**src/include/eeprom_cap_pkg.sv**
```systemverilog
// constants for the eeprom access and express capability register slice
// assumes a 32-bit dword configuration access with byte offsets
package eeprom_cap_pkg;
	// ---------------------------------------------
	// register offsets
	// ---------------------------------------------
	localparam logic [7:0] EE_CTRL_OFFSET = 8'hBC;
	localparam logic [7:0] CAP_HDR_OFFSET = 8'hC0;
	localparam logic [7:0] DEV_CAP_OFFSET = 8'hC4;
	// ---------------------------------------------
	// control word field positions
	// ---------------------------------------------
	localparam int START_BIT  = 0;
	localparam int CMD_BIT    = 1;
	localparam int AL_DIS_BIT = 5;
	localparam int RATE_LSB   = 6;
	localparam int ADDR_LSB   = 9;
	localparam int DATA_LSB   = 16;
	// ---------------------------------------------
	// reset values and codes
	// ---------------------------------------------
	localparam logic       AL_DIS_RESET = 1'b1;
	localparam logic [1:0] RATE_RESET   = 2'h1;
	localparam logic [1:0] RATE_TEST    = 2'h3;
	localparam logic [7:0] CAP_ID       = 8'h10;
	localparam logic [7:0] NEXT_PTR     = 8'h00;
	localparam logic [3:0] CAP_VER      = 4'h2;
	localparam logic [3:0] TYPE_UP      = 4'h5;
	localparam logic [3:0] TYPE_DN      = 4'h6;
	localparam logic [2:0] MPS_SMALL    = 3'h1;
	localparam logic [2:0] MPS_LARGE    = 3'h2;
	localparam logic       RBER_RESET   = 1'b1;
	// ---------------------------------------------
	// timing: eeprom bit = four phases of div/4
	// ---------------------------------------------
	localparam int CORE_DIV = 1024;
	localparam int TEST_DIV = 8;
	localparam logic [9:0] CORE_PHASE = 10'(CORE_DIV / 4);
	localparam logic [9:0] TEST_PHASE = 10'(TEST_DIV / 4);
	// serial sequencer states, gray from idle through done
	typedef enum logic [2:0] {
		ST_IDLE  = 3'b000,
		ST_START = 3'b001,
		ST_BITS  = 3'b011,
		ST_STOP  = 3'b010,
		ST_DONE  = 3'b110
	} ee_state_t;
endpackage : eeprom_cap_pkg

```
**src/include/eeprom_cmd_if.sv**
```systemverilog
// command and result bundle between the register slice and the serial engine
// assumes both ends run on the same core clock
`timescale 1ns/100ps
interface eeprom_cmd_if;
	logic        go;      // one-cycle start pulse
	logic        write;   // 1 write, 0 read
	logic [6:0]  addr;    // eeprom word address
	logic [15:0] wdata;   // word to write
	logic [1:0]  rate;    // clock rate code
	logic        done;    // one-cycle end pulse
	logic        ack_err; // missing acknowledge seen
	logic [15:0] rdata;   // word read
	modport ctrl (output go, write, addr, wdata, rate, input done, ack_err, rdata);
	modport engine (input go, write, addr, wdata, rate, output done, ack_err, rdata);
endinterface : eeprom_cmd_if

```
**src/core/eeprom_capability_regs.sv**
```systemverilog
// eeprom access word and express capability words of one switch port
// assumes a one-cycle config access strobe; autoload engine on same clock
//
// Function
// - start bit launches one eeprom cycle
// - command bit: 0 read, 1 write
// - missing acknowledge sets error flag
// - autoload success bit clears on read
// - autoload status reports outcome after reset
// - autoload disable bit, resets to one
// - clock rate field divides core clock
// - address field at bits 15:9
// - data field written or loaded by read
// - access word exists only upstream
// - capability id 10h, next pointer 00h
// - capability version reads 0010b
// - port type by upstream or downstream
// - slot bit from strap, load overrides
// - interrupt message number reads zero
// - max payload from strap, load overrides
// - phantom and extended tag read zero
// - latency fields read zero
// - role based error bit resets one
// - slot power captured from message upstream
`timescale 1ns/100ps
module eeprom_capability_regs #(
	parameter bit UPSTREAM = 1'b1  // port is the upstream port
) (
	input  wire logic        clk_in,
	input  wire logic        rst_in,
	input  wire logic        cfg_rd_in,
	input  wire logic        cfg_wr_in,
	input  wire logic [7:0]  cfg_addr_in,
	input  wire logic [3:0]  cfg_be_in,
	input  wire logic [31:0] cfg_wdata_in,
	output logic      [31:0] cfg_rdata_out,
	output logic             cfg_ack_out,
	input  wire logic        slot_present_strap_in,
	input  wire logic        large_payload_strap_in,
	input  wire logic        autoload_done_in,
	input  wire logic        autoload_ok_in,
	input  wire logic        cap_load_in,
	input  wire logic        cap_load_slot_in,
	input  wire logic [2:0]  cap_load_mps_in,
	input  wire logic        cap_load_rber_in,
	input  wire logic        spl_msg_in,
	input  wire logic [7:0]  spl_value_in,
	input  wire logic [1:0]  spl_scale_in,
	output logic             autoload_disable_out,
	input  wire logic        eeprom_data_in,
	output logic             eeprom_data_out,
	output logic             eeprom_data_oe_out,
	output logic             eeprom_clock_out
);
	// ---------------------------------------------
	// storage
	// ---------------------------------------------
	logic        start_reg;   // access in flight
	logic        cmd_reg;     // 1 write, 0 read
	logic        err_reg;     // acknowledge missing
	logic        al_rc_reg;   // autoload ok, clear on read
	logic        al_stat_reg; // autoload ok
	logic        al_dis_reg;  // autoload disabled
	logic [1:0]  rate_reg;    // eeprom clock rate
	logic [6:0]  addr_reg;    // eeprom word address
	logic [15:0] data_reg;    // eeprom word data
	logic        slot_reg;    // slot implemented
	logic [2:0]  mps_reg;     // max payload supported
	logic        rber_reg;    // role based errors
	logic [7:0]  spl_val_reg; // slot power value
	logic [1:0]  spl_scl_reg; // slot power scale
	logic [2:0]  slot_s_reg;  // strap synchroniser
	logic [2:0]  pay_s_reg;   // strap synchroniser
	logic [1:0]  fill_reg;    // synchroniser fill count
	logic        strap_reg;   // straps captured
	logic [31:0] rd_word;     // read mux
	logic        ee_wr;       // write to access word
	logic        ee_rd;       // read of access word
	logic        go;          // launch pulse
	eeprom_cmd_if link ();

	// ---------------------------------------------
	// decode
	// ---------------------------------------------
	// access word upstream only
	function automatic logic hit(input logic [7:0] a, input logic [7:0] off);
		hit = (a == off);
	endfunction : hit

	assign ee_wr = UPSTREAM && cfg_wr_in && hit(cfg_addr_in, eeprom_cap_pkg::EE_CTRL_OFFSET);
	assign ee_rd = UPSTREAM && cfg_rd_in && hit(cfg_addr_in, eeprom_cap_pkg::EE_CTRL_OFFSET);
	assign go = ee_wr && cfg_be_in[0] && cfg_wdata_in[eeprom_cap_pkg::START_BIT] && !start_reg;

	// ---------------------------------------------
	// access control
	// ---------------------------------------------
	// start, command and rate; writes ignored while busy so the engine
	// never sees its operands change mid-frame
	always_ff @(posedge clk_in) begin
		if (rst_in) begin
			start_reg <= 1'b0;
			cmd_reg   <= 1'b0;
			rate_reg  <= eeprom_cap_pkg::RATE_RESET;
		end else if (go) begin
			start_reg <= 1'b1;
			cmd_reg   <= cfg_wdata_in[eeprom_cap_pkg::CMD_BIT];
			rate_reg  <= cfg_wdata_in[eeprom_cap_pkg::RATE_LSB +: 2];
		end else if (link.done) begin
			start_reg <= 1'b0;
		end else if (ee_wr && cfg_be_in[0] && !start_reg) begin
			cmd_reg  <= cfg_wdata_in[eeprom_cap_pkg::CMD_BIT];
			rate_reg <= cfg_wdata_in[eeprom_cap_pkg::RATE_LSB +: 2];
		end
	end

	// autoload disable may change at any time
	always_ff @(posedge clk_in) begin
		if (rst_in) begin
			al_dis_reg <= eeprom_cap_pkg::AL_DIS_RESET;
		end else if (ee_wr && cfg_be_in[0]) begin
			al_dis_reg <= cfg_wdata_in[eeprom_cap_pkg::AL_DIS_BIT];
		end
	end

	// error flag: cleared by a new launch, set on a missing acknowledge
	always_ff @(posedge clk_in) begin
		if (rst_in) begin
			err_reg <= 1'b0;
		end else if (link.done) begin
			err_reg <= link.ack_err;
		end else if (go) begin
			err_reg <= 1'b0;
		end
	end

	always_ff @(posedge clk_in) begin
		if (rst_in) begin
			addr_reg <= '0;
		end else if (ee_wr && cfg_be_in[1] && !start_reg) begin
			addr_reg <= cfg_wdata_in[eeprom_cap_pkg::ADDR_LSB +: 7];
		end
	end

	// data word: software writes when idle, a finished read loads it
	always_ff @(posedge clk_in) begin
		if (rst_in) begin
			data_reg <= '0;
		end else if (link.done && !cmd_reg) begin
			data_reg <= link.rdata;
		end else if (ee_wr && !start_reg) begin
			if (cfg_be_in[2]) data_reg[7:0] <= cfg_wdata_in[eeprom_cap_pkg::DATA_LSB +: 8];
			if (cfg_be_in[3]) data_reg[15:8] <= cfg_wdata_in[eeprom_cap_pkg::DATA_LSB + 8 +: 8];
		end
	end

	// ---------------------------------------------
	// autoload result
	// ---------------------------------------------
	// a success that lands with the clearing read is kept
	always_ff @(posedge clk_in) begin
		if (rst_in) begin
			al_rc_reg   <= 1'b0;
			al_stat_reg <= 1'b0;
		end else begin
			if (autoload_done_in && autoload_ok_in) al_rc_reg <= 1'b1;
			else if (ee_rd) al_rc_reg <= 1'b0;
			if (autoload_done_in) al_stat_reg <= autoload_ok_in;
		end
	end

	// ---------------------------------------------
	// capability fields
	// ---------------------------------------------
	// straps are pins: three flops, sampled once both tail flops agree;
	// the fill count keeps the flops' reset value from posing as a strap
	always_ff @(posedge clk_in) begin
		if (rst_in) begin
			slot_s_reg <= '0;
			pay_s_reg  <= '0;
			fill_reg   <= '0;
		end else begin
			slot_s_reg <= {slot_s_reg[1:0], slot_present_strap_in};
			pay_s_reg  <= {pay_s_reg[1:0], large_payload_strap_in};
			if (fill_reg != 2'd3) fill_reg <= fill_reg + 2'd1;
		end
	end

	// strap capture after reset, later loads override
	always_ff @(posedge clk_in) begin
		if (rst_in) begin
			strap_reg <= 1'b0;
			slot_reg  <= 1'b0;
			mps_reg   <= eeprom_cap_pkg::MPS_SMALL;
			rber_reg  <= eeprom_cap_pkg::RBER_RESET;
		end else if (cap_load_in) begin
			strap_reg <= 1'b1;
			slot_reg  <= cap_load_slot_in;
			mps_reg   <= cap_load_mps_in;
			rber_reg  <= cap_load_rber_in;
		end else if (!strap_reg && fill_reg == 2'd3 && slot_s_reg[1] == slot_s_reg[2]
				&& pay_s_reg[1] == pay_s_reg[2]) begin
			strap_reg <= 1'b1;
			slot_reg  <= slot_s_reg[2];
			mps_reg   <= pay_s_reg[2] ? eeprom_cap_pkg::MPS_LARGE : eeprom_cap_pkg::MPS_SMALL;
		end
	end

	always_ff @(posedge clk_in) begin
		if (rst_in) begin
			spl_val_reg <= '0;
			spl_scl_reg <= '0;
		end else if (UPSTREAM && spl_msg_in) begin
			spl_val_reg <= spl_value_in;
			spl_scl_reg <= spl_scale_in;
		end
	end

	// ---------------------------------------------
	// read path
	// ---------------------------------------------
	always_comb begin
		rd_word = '0;
		if (hit(cfg_addr_in, eeprom_cap_pkg::EE_CTRL_OFFSET) && UPSTREAM) begin
			// bit 8 is reserved and reads zero
			rd_word = {data_reg, addr_reg, 1'b0, rate_reg, al_dis_reg,
				al_stat_reg, al_rc_reg, err_reg, cmd_reg, start_reg};
		end else if (hit(cfg_addr_in, eeprom_cap_pkg::CAP_HDR_OFFSET)) begin
			// fixed header; version; type; no msi
			rd_word = {7'h00, slot_reg,
				UPSTREAM ? eeprom_cap_pkg::TYPE_UP : eeprom_cap_pkg::TYPE_DN,
				eeprom_cap_pkg::CAP_VER, eeprom_cap_pkg::NEXT_PTR, eeprom_cap_pkg::CAP_ID};
		end else if (hit(cfg_addr_in, eeprom_cap_pkg::DEV_CAP_OFFSET)) begin
			rd_word = {4'h0, spl_scl_reg, spl_val_reg, 2'h0, rber_reg,
				3'h0, 3'h0, 3'h0, 1'b0, 2'h0, mps_reg};
		end
	end

	// answer one cycle after the strobe
	always_ff @(posedge clk_in) begin
		if (rst_in) begin
			cfg_rdata_out <= '0;
			cfg_ack_out   <= 1'b0;
		end else begin
			cfg_ack_out <= cfg_rd_in | cfg_wr_in;
			if (cfg_rd_in) cfg_rdata_out <= rd_word;
		end
	end

	assign autoload_disable_out = al_dis_reg;

	// ---------------------------------------------
	// serial engine
	// ---------------------------------------------
	assign link.go    = go;
	assign link.write = cfg_wdata_in[eeprom_cap_pkg::CMD_BIT] & go | cmd_reg & ~go;
	assign link.addr  = addr_reg;
	assign link.wdata = data_reg;
	assign link.rate  = go ? cfg_wdata_in[eeprom_cap_pkg::RATE_LSB +: 2] : rate_reg;

	eeprom_serial_engine engine_i (
		.clk_in             (clk_in),
		.rst_in             (rst_in),
		.cmd                (link),
		.eeprom_data_in     (eeprom_data_in),
		.eeprom_data_out    (eeprom_data_out),
		.eeprom_data_oe_out (eeprom_data_oe_out),
		.eeprom_clock_out   (eeprom_clock_out)
	);

	// ---------------------------------------------
	// checks
	// ---------------------------------------------
	a_go_sets_start: assert property (@(posedge clk_in) disable iff (rst_in)
		go |=> start_reg ##1 !link.go)
		else $error("start not taken");
	a_done_clears: assert property (@(posedge clk_in) disable iff (rst_in)
		link.done |=> !start_reg)
		else $error("start not cleared at end");
	a_err_capture: assert property (@(posedge clk_in) disable iff (rst_in)
		link.done |=> err_reg == $past(link.ack_err))
		else $error("error flag wrong");
	a_read_loads: assert property (@(posedge clk_in) disable iff (rst_in)
		(link.done && !cmd_reg) |=> data_reg == $past(link.rdata))
		else $error("read word not loaded");
	a_rc_clear: assert property (@(posedge clk_in) disable iff (rst_in)
		(ee_rd && !autoload_done_in) |=> !al_rc_reg)
		else $error("success bit not cleared by read");
	a_stat_track: assert property (@(posedge clk_in) disable iff (rst_in)
		autoload_done_in |=> al_stat_reg == $past(autoload_ok_in))
		else $error("autoload status wrong");
	a_hdr_fixed: assert property (@(posedge clk_in) disable iff (rst_in)
		(cfg_rd_in && hit(cfg_addr_in, eeprom_cap_pkg::CAP_HDR_OFFSET))
		|=> cfg_rdata_out[19:0] == 20'h20010 && cfg_rdata_out[31:25] == 7'h00)
		else $error("capability header wrong");
	a_port_type: assert property (@(posedge clk_in) disable iff (rst_in)
		(cfg_rd_in && hit(cfg_addr_in, eeprom_cap_pkg::CAP_HDR_OFFSET))
		|=> cfg_rdata_out[23:20] == (UPSTREAM ? 4'h5 : 4'h6))
		else $error("port type wrong");
	a_devcap_zero: assert property (@(posedge clk_in) disable iff (rst_in)
		(cfg_rd_in && hit(cfg_addr_in, eeprom_cap_pkg::DEV_CAP_OFFSET))
		|=> cfg_rdata_out[11:3] == 9'h000 && cfg_rdata_out[31:28] == 4'h0)
		else $error("fixed capability bits not zero");
	a_busy_hold: assert property (@(posedge clk_in) disable iff (rst_in)
		start_reg && !link.done |=> $stable(addr_reg))
		else $error("address changed during access");
endmodule : eeprom_capability_regs

```
**src/core/eeprom_serial_engine.sv**
```systemverilog
// two-wire serial engine running one 16-bit eeprom word access
// assumes the controller holds write, addr, wdata and rate stable while busy
`timescale 1ns/100ps
module eeprom_serial_engine (
	input  wire logic         clk_in,
	input  wire logic         rst_in,
	eeprom_cmd_if.engine      cmd,
	input  wire logic         eeprom_data_in,
	output logic              eeprom_data_out,
	output logic              eeprom_data_oe_out,
	output logic              eeprom_clock_out
);
	eeprom_cap_pkg::ee_state_t state_reg; // sequencer state
	logic [9:0]  div_reg;   // phase divider
	logic [1:0]  phase_reg; // quarter of a bit
	logic [1:0]  byte_reg;  // byte in frame
	logic [3:0]  bit_reg;   // bit in byte, 8 = ack
	logic [7:0]  shift_reg; // outgoing byte
	logic [15:0] rx_reg;    // incoming word
	logic        err_reg;   // sticky ack error
	logic        scl_reg;   // clock pin level
	logic        low_reg;   // pull data low
	logic [2:0]  sync_reg;  // data pin synchroniser
	logic        sda_q;     // filtered data pin
	logic        tick;      // phase enable
	logic        talk;      // master sends this byte
	logic [9:0]  phase_len;

	// ---------------------------------------------
	// byte source
	// ---------------------------------------------
	// address in first byte
	function automatic logic [7:0] frame_byte(input logic [1:0] idx);
		frame_byte = (idx == 2'd0) ? {cmd.addr, cmd.write} :
			(idx == 2'd1) ? cmd.wdata[15:8] : cmd.wdata[7:0];
	endfunction : frame_byte

	// ---------------------------------------------
	// clock divider
	// ---------------------------------------------
	// rate code divides core
	assign phase_len = (cmd.rate == eeprom_cap_pkg::RATE_TEST) ?
		eeprom_cap_pkg::TEST_PHASE : eeprom_cap_pkg::CORE_PHASE;
	assign tick = (div_reg == phase_len - 10'd1);
	// divider only runs during an access
	always_ff @(posedge clk_in) begin
		if (rst_in || state_reg == eeprom_cap_pkg::ST_IDLE || tick) begin
			div_reg <= '0;
		end else begin
			div_reg <= div_reg + 10'd1;
		end
	end

	// pin passes three flops; change counts when last two agree
	always_ff @(posedge clk_in) begin
		if (rst_in) begin
			sync_reg <= 3'h7;
			sda_q    <= 1'b1;
		end else begin
			sync_reg <= {sync_reg[1:0], eeprom_data_in};
			if (sync_reg[1] == sync_reg[2]) begin
				sda_q <= sync_reg[2];
			end
		end
	end

	assign talk = (byte_reg == 2'd0) || cmd.write;

	// ---------------------------------------------
	// sequencer
	// ---------------------------------------------
	always_ff @(posedge clk_in) begin
		if (rst_in) begin
			state_reg <= eeprom_cap_pkg::ST_IDLE;
			phase_reg <= '0;
			byte_reg  <= '0;
			bit_reg   <= '0;
			shift_reg <= '0;
			rx_reg    <= '0;
			err_reg   <= 1'b0;
			scl_reg   <= 1'b1;
			low_reg   <= 1'b0;
		end else begin
			unique case (state_reg)
				eeprom_cap_pkg::ST_IDLE: begin
					scl_reg <= 1'b1;
					low_reg <= 1'b0;
					if (cmd.go) begin
						state_reg <= eeprom_cap_pkg::ST_START;
						phase_reg <= '0;
						err_reg   <= 1'b0;
						byte_reg  <= '0;
						bit_reg   <= '0;
					end
				end
				// start: data falls while clock high
				eeprom_cap_pkg::ST_START: if (tick) begin
					phase_reg <= phase_reg + 2'd1;
					if (phase_reg == 2'd1) low_reg <= 1'b1;
					if (phase_reg == 2'd2) scl_reg <= 1'b0;
					if (phase_reg == 2'd3) begin
						state_reg <= eeprom_cap_pkg::ST_BITS;
						shift_reg <= frame_byte(2'd0);
					end
				end
				eeprom_cap_pkg::ST_BITS: if (tick) begin
					phase_reg <= phase_reg + 2'd1;
					unique case (phase_reg)
						// set data while clock low
						2'd0: begin
							scl_reg <= 1'b0;
							if (bit_reg != 4'd8) low_reg <= talk & ~shift_reg[7];
							else low_reg <= ~talk & (byte_reg == 2'd1);
						end
						2'd1: scl_reg <= 1'b1;
						2'd2: begin
							if (bit_reg != 4'd8 && !talk) rx_reg <= {rx_reg[14:0], sda_q};
							if (bit_reg == 4'd8 && talk && sda_q) err_reg <= 1'b1;
						end
						2'd3: begin
							scl_reg <= 1'b0;
							if (bit_reg != 4'd8) begin
								shift_reg <= {shift_reg[6:0], 1'b0};
								bit_reg   <= bit_reg + 4'd1;
							end else begin
								bit_reg <= '0;
								if (byte_reg == 2'd2) begin
									state_reg <= eeprom_cap_pkg::ST_STOP;
								end else begin
									byte_reg  <= byte_reg + 2'd1;
									shift_reg <= frame_byte(byte_reg + 2'd1);
								end
							end
						end
					endcase
				end
				// stop: data rises while clock high
				eeprom_cap_pkg::ST_STOP: if (tick) begin
					phase_reg <= phase_reg + 2'd1;
					if (phase_reg == 2'd0) low_reg <= 1'b1;
					if (phase_reg == 2'd1) scl_reg <= 1'b1;
					if (phase_reg == 2'd2) low_reg <= 1'b0;
					if (phase_reg == 2'd3) state_reg <= eeprom_cap_pkg::ST_DONE;
				end
				eeprom_cap_pkg::ST_DONE: state_reg <= eeprom_cap_pkg::ST_IDLE;
				default: state_reg <= eeprom_cap_pkg::ST_IDLE;
			endcase
		end
	end

	assign cmd.rdata        = rx_reg;
	assign cmd.ack_err      = err_reg;
	assign cmd.done         = (state_reg == eeprom_cap_pkg::ST_DONE);
	assign eeprom_data_out  = 1'b0;
	assign eeprom_data_oe_out = low_reg;
	assign eeprom_clock_out = scl_reg;

	// idle bus is released with clock high
	a_idle_release: assert property (@(posedge clk_in) disable iff (rst_in)
		(state_reg == eeprom_cap_pkg::ST_IDLE && !cmd.go) |=> (scl_reg && !low_reg))
		else $error("bus not released while idle");
endmodule : eeprom_serial_engine

```
**config.mk**
```make
export PLATFORM = sky130hd
export DESIGN_NAME = eeprom_capability_regs
export DESIGN_NICKNAME = d
export VERILOG_FILES = /design/src/include/eeprom_cap_pkg.sv /design/src/include/eeprom_cmd_if.sv /design/src/core/eeprom_capability_regs.sv /design/src/core/eeprom_serial_engine.sv
export SDC_FILE = /design/constraint.sdc
export NUM_CORES = 1
export LEC_CHECK = 0
export BUFFER_PORTS_ARGS = -buffer_cell sky130_fd_sc_hd__buf_4
export CAP_MARGIN = 20
export CORE_MARGIN = 1.5
export CORE_UTILIZATION = 45
export DETAILED_ROUTE_END_ITERATION = 10
export PLACE_DENSITY = 0.69
export RECOVER_POWER = 25
export SYNTH_ARGS = -nofsm -noshare
export SYNTH_HDL_FRONTEND = slang
export SYNTH_SLANG_ARGS = --single-unit
```
**constraint.sdc**
```tcl
create_clock -name clk_in -period 2.3 [get_ports clk_in]
set_input_delay 0.46 -clock clk_in [delete_from_list [all_inputs] [get_ports clk_in]]
set_output_delay 0.46 -clock clk_in [all_outputs]
set_load 0.02 [all_outputs]
```
==> impl_metrics.toml <==
[floorplanning]
die_h_microns = 121
core_sq_mm = 0.0134
rows = 42
die-area_sq_mm = 0.0146
initial_utilization = 0.467
ioPinCount = 107
fp.dieW_microns = 121

[routing]
route.detailed.drc = 0
drt_first_pass_iters = 5
ant_nets = 0
drt_iter0_markers = 421
drt-total-wl_microns = 15400
viasPerCell = 5.47
post_drt_wl_per_cell_microns = 15.5
vias = 5425

[final_layout]
largest_register_ffs = 31
fin_nets = 884
fillers = 1168
syn_to_final_growth_pct = 25.5
antennaDiodeCount = 0
drive_gt1_frac = 0.218

[yosys]
ys_seq_area_frac = 0.445
ys_ff_latch = 139
netlist_area_sq_mm = 0.00625
synthArstFlopShare = 0
ys_types = 65
ys.flop_type = "dfxtp_1"
netlist_instances = 693
ys_warn_count = 0
synth_edf_count = 0
syn_area_per_cell_sq_um = 9.02

[status]
status = "completed"

[clock_tree]
clk_pin_slew_ns = 0.06
cts_tree = "done"
cts_made_buffers = 17
cts_hold_buffers = 0
root_buffer = "clkbuf_16"
clock_sinks = 139
h-tree-depth = 4
clkLatencyLatePin_ns = 0.42
clockBufferDepth = 2

[timing]
setup_violations = 0
setup_slack_ns = 0.125
period_needed_ns = 2.18
finalCritPeriodShare = 0.946
fin_skew_ns = 0.00979
max_freq_mhz = 460
rsz0062_at_grt = "false"
max_slew_margin = 0.137
finalHoldViolCount = 0
fin_setup_tns_ns = 0
drv_slew = 0
worst_pin_slew_ns = 1.29

[global_route]
grt_pass1_wl_microns = 24900
grt_max_degree = 65
grt_pass1_vias = 5168
top_usage_layer = "met2"
met3_usage = 0.0437
track_usage = 0.215
antenna_found_initial = 0
grtUsageMet2 = 0.333
grt_overflow = 0
met1_usage = 0.294

[placed_design]
post-place-ws_ns = -0.159
portBuffers = 100
place_congestion = 0.885
hpwl_microns = 11100

[critical_path]
crit_fanout = 6
cp-start-kind = "flop"
end_kind = "flop"
worst_ep_required_time_ns = 2.66
path_class = "reg -> reg"
worstPathArrival_ns = 2.53

[power_and_ir_drop]
vdd_drop_max_v = 0.000498
p_per_area_mw_per_mm2 = 692
p_leak_nw = 3.07

[flow_run]
max_cap_violations = 0

[worst_hold_path]
hold_class = "in -> reg"
==> critical path, stage by stage, from the launching register on <==
cell	delay [ns]
dfxtp_1	0.33
and4b_1	0.28
a31oi_1	0.12
nor4bb_2	0.40
buf_4	0.22
o211ai_1	0.17
or4_1	0.50
nand3_1	0.10
==> cell usage in the layout, fill, tap and decap left out, types with 3 or more instances in the layout <==
master | netlist | layout
nand2_1 | 31 | 31
o211a_1 | 3 | 3
a311oi_1 | 3 | 3
a211oi_1 | 33 | 33
a21oi_1 | 48 | 48
nand3_1 | 32 | 32
o22ai_1 | 7 | 7
clkbuf_16 | 0 | 17
buf_4 | 3 | 114
o21ai_0 | 8 | 8
clkinvlp_4 | 0 | 4
nand4_1 | 3 | 3
or2_2 | 3 | 3
xnor2_1 | 6 | 6
nor2b_1 | 8 | 8
ha_1 | 12 | 12
xor2_1 | 5 | 5
o31ai_1 | 3 | 3
o211ai_1 | 4 | 4
nor2_4 | 9 | 9
clkbuf_1 | 32 | 20
nor2_2 | 2 | 3
or3_1 | 4 | 4
nand2b_1 | 18 | 18
nor4b_1 | 4 | 4
buf_12 | 0 | 4
a22oi_1 | 12 | 12
and4b_1 | 3 | 3
mux2i_1 | 59 | 59
mux2_2 | 7 | 7
a31oi_1 | 5 | 5
nor3_1 | 11 | 11
dfxtp_1 | 139 | 139
inv_1 | 15 | 15
nor2_1 | 109 | 108
inv_6 | 0 | 3
nor4_1 | 4 | 4
==> worst paths after layout <==
check	depth (start not counted)	to	from	slack, ns
max	7	engine_i.bit_reg[3]$_SDFFE_PP0P_	start_reg$_SDFFE_PP0P_	0.12
max reg2reg	7	engine_i.bit_reg[3]$_SDFFE_PP0P_	start_reg$_SDFFE_PP0P_	0.12
min reg2reg	1	engine_i.sync_reg[1]$_SDFF_PP1_	engine_i.sync_reg[0]$_SDFF_PP1_	0.41
min	2	engine_i.sync_reg[0]$_SDFF_PP1_	eeprom_data_in	0.23
==> area by class of cell <==
cell class                 instances  area (sq um)  share of cell area
multi-input combinational        490          3190               0.407
sequential                       139          2780               0.355
timing repair buffer             138          1020               0.130
clock buffer                      21           460              0.0587
tap                              176           220              0.0281
clock inverter                    11           111              0.0142
inverter                          16          60.1             0.00766
==> routing by layer <==
| metal | share of wire | up-vias |
|---|---|---|
| met1 | 0.47 | 2546 |
| met4 | 0.018 | 0 |
| met3 | 0.063 | 21 |
| li1 | - | 2680 |
| met5 | 0 | - |
| met2 | 0.45 | 178 |
==> per-stage QoR <==
stage / std cells / instance area, sq um / hold WS, ns / utilization / total power [W]
floorplan: 694 / 6260 / 0.389 / - / 0.00270
global placement: 959 / 7350 / 0.392 / 0.548 / 0.00285
detailed placement: 959 / 7350 / 0.393 / 0.548 / 0.00286
CTS: 991 / 7920 / 0.212 / 0.591 / 0.00547
global route: 991 / 7840 / 0.218 / 0.585 / 0.00562
finish: 991 / 7840 / 0.228 / 0.585 / 0.00543
==> Yosys cell counts (all sizes together) (4+ instances only) <==
| master | number | area [sq um] |
|---|---|---|
| mux2i | 59 | 591 |
| xnor2 | 6 | 52.6 |
| clkbuf | 33 | 125 |
| ha | 12 | 150 |
| nor4 | 5 | 37.5 |
| buf | 16 | 104 |
| nand2 | 31 | 116 |
| inv | 16 | 60.1 |
| mux2 | 7 | 78.8 |
| o21ai | 8 | 40.0 |
| dfxtp | 139 | 2780 |
| a21oi | 48 | 240 |
| nand2b | 18 | 113 |
| xor2 | 5 | 43.8 |
| a211oi | 33 | 248 |
| or2 | 4 | 25.0 |
| o22ai | 7 | 43.8 |
| nor2 | 120 | 523 |
| nor4b | 4 | 35.0 |
| or3 | 4 | 25.0 |
| nor3 | 11 | 55.1 |
| nor2b | 8 | 50.1 |
| a31oi | 5 | 31.3 |
| a22oi | 12 | 90.1 |
| nand3 | 32 | 160 |
| o211ai | 4 | 30.0 |
==> logic make-up (layout without fill, tap and decap cells) <==
kind of cell	after synthesis	after routing	synth area share
adder cells (fa/ha/maj)	12	12	0.0240
multiplexers	66	66	0.107
XOR/XNOR	11	11	0.0154
flip-flops	139	139	0.445
other	1	2	0.000600
buffers and inverters	65	186	0.0462
AND/OR/NAND/NOR	258	258	0.211
AO/OA/AOI/OAI	141	141	0.150
==> report_power, final <==
group | internal (W) | switching (W)
clock | 0.00156 | 0.00106
combinational | 0.000153 | 0.000164
sequential | 0.00246 | 0.0000306
==> repair_timing <==
| action | CTS | global route |
|---|---|---|
| hold endpoints to repair | 0 | 0 |
| resized for setup | 0 | 1 |
| buffers inserted | 0 | 0 |
| endpoints found under the setup margin | 0 | 5 |
Power figures use the tool's default switching activity.
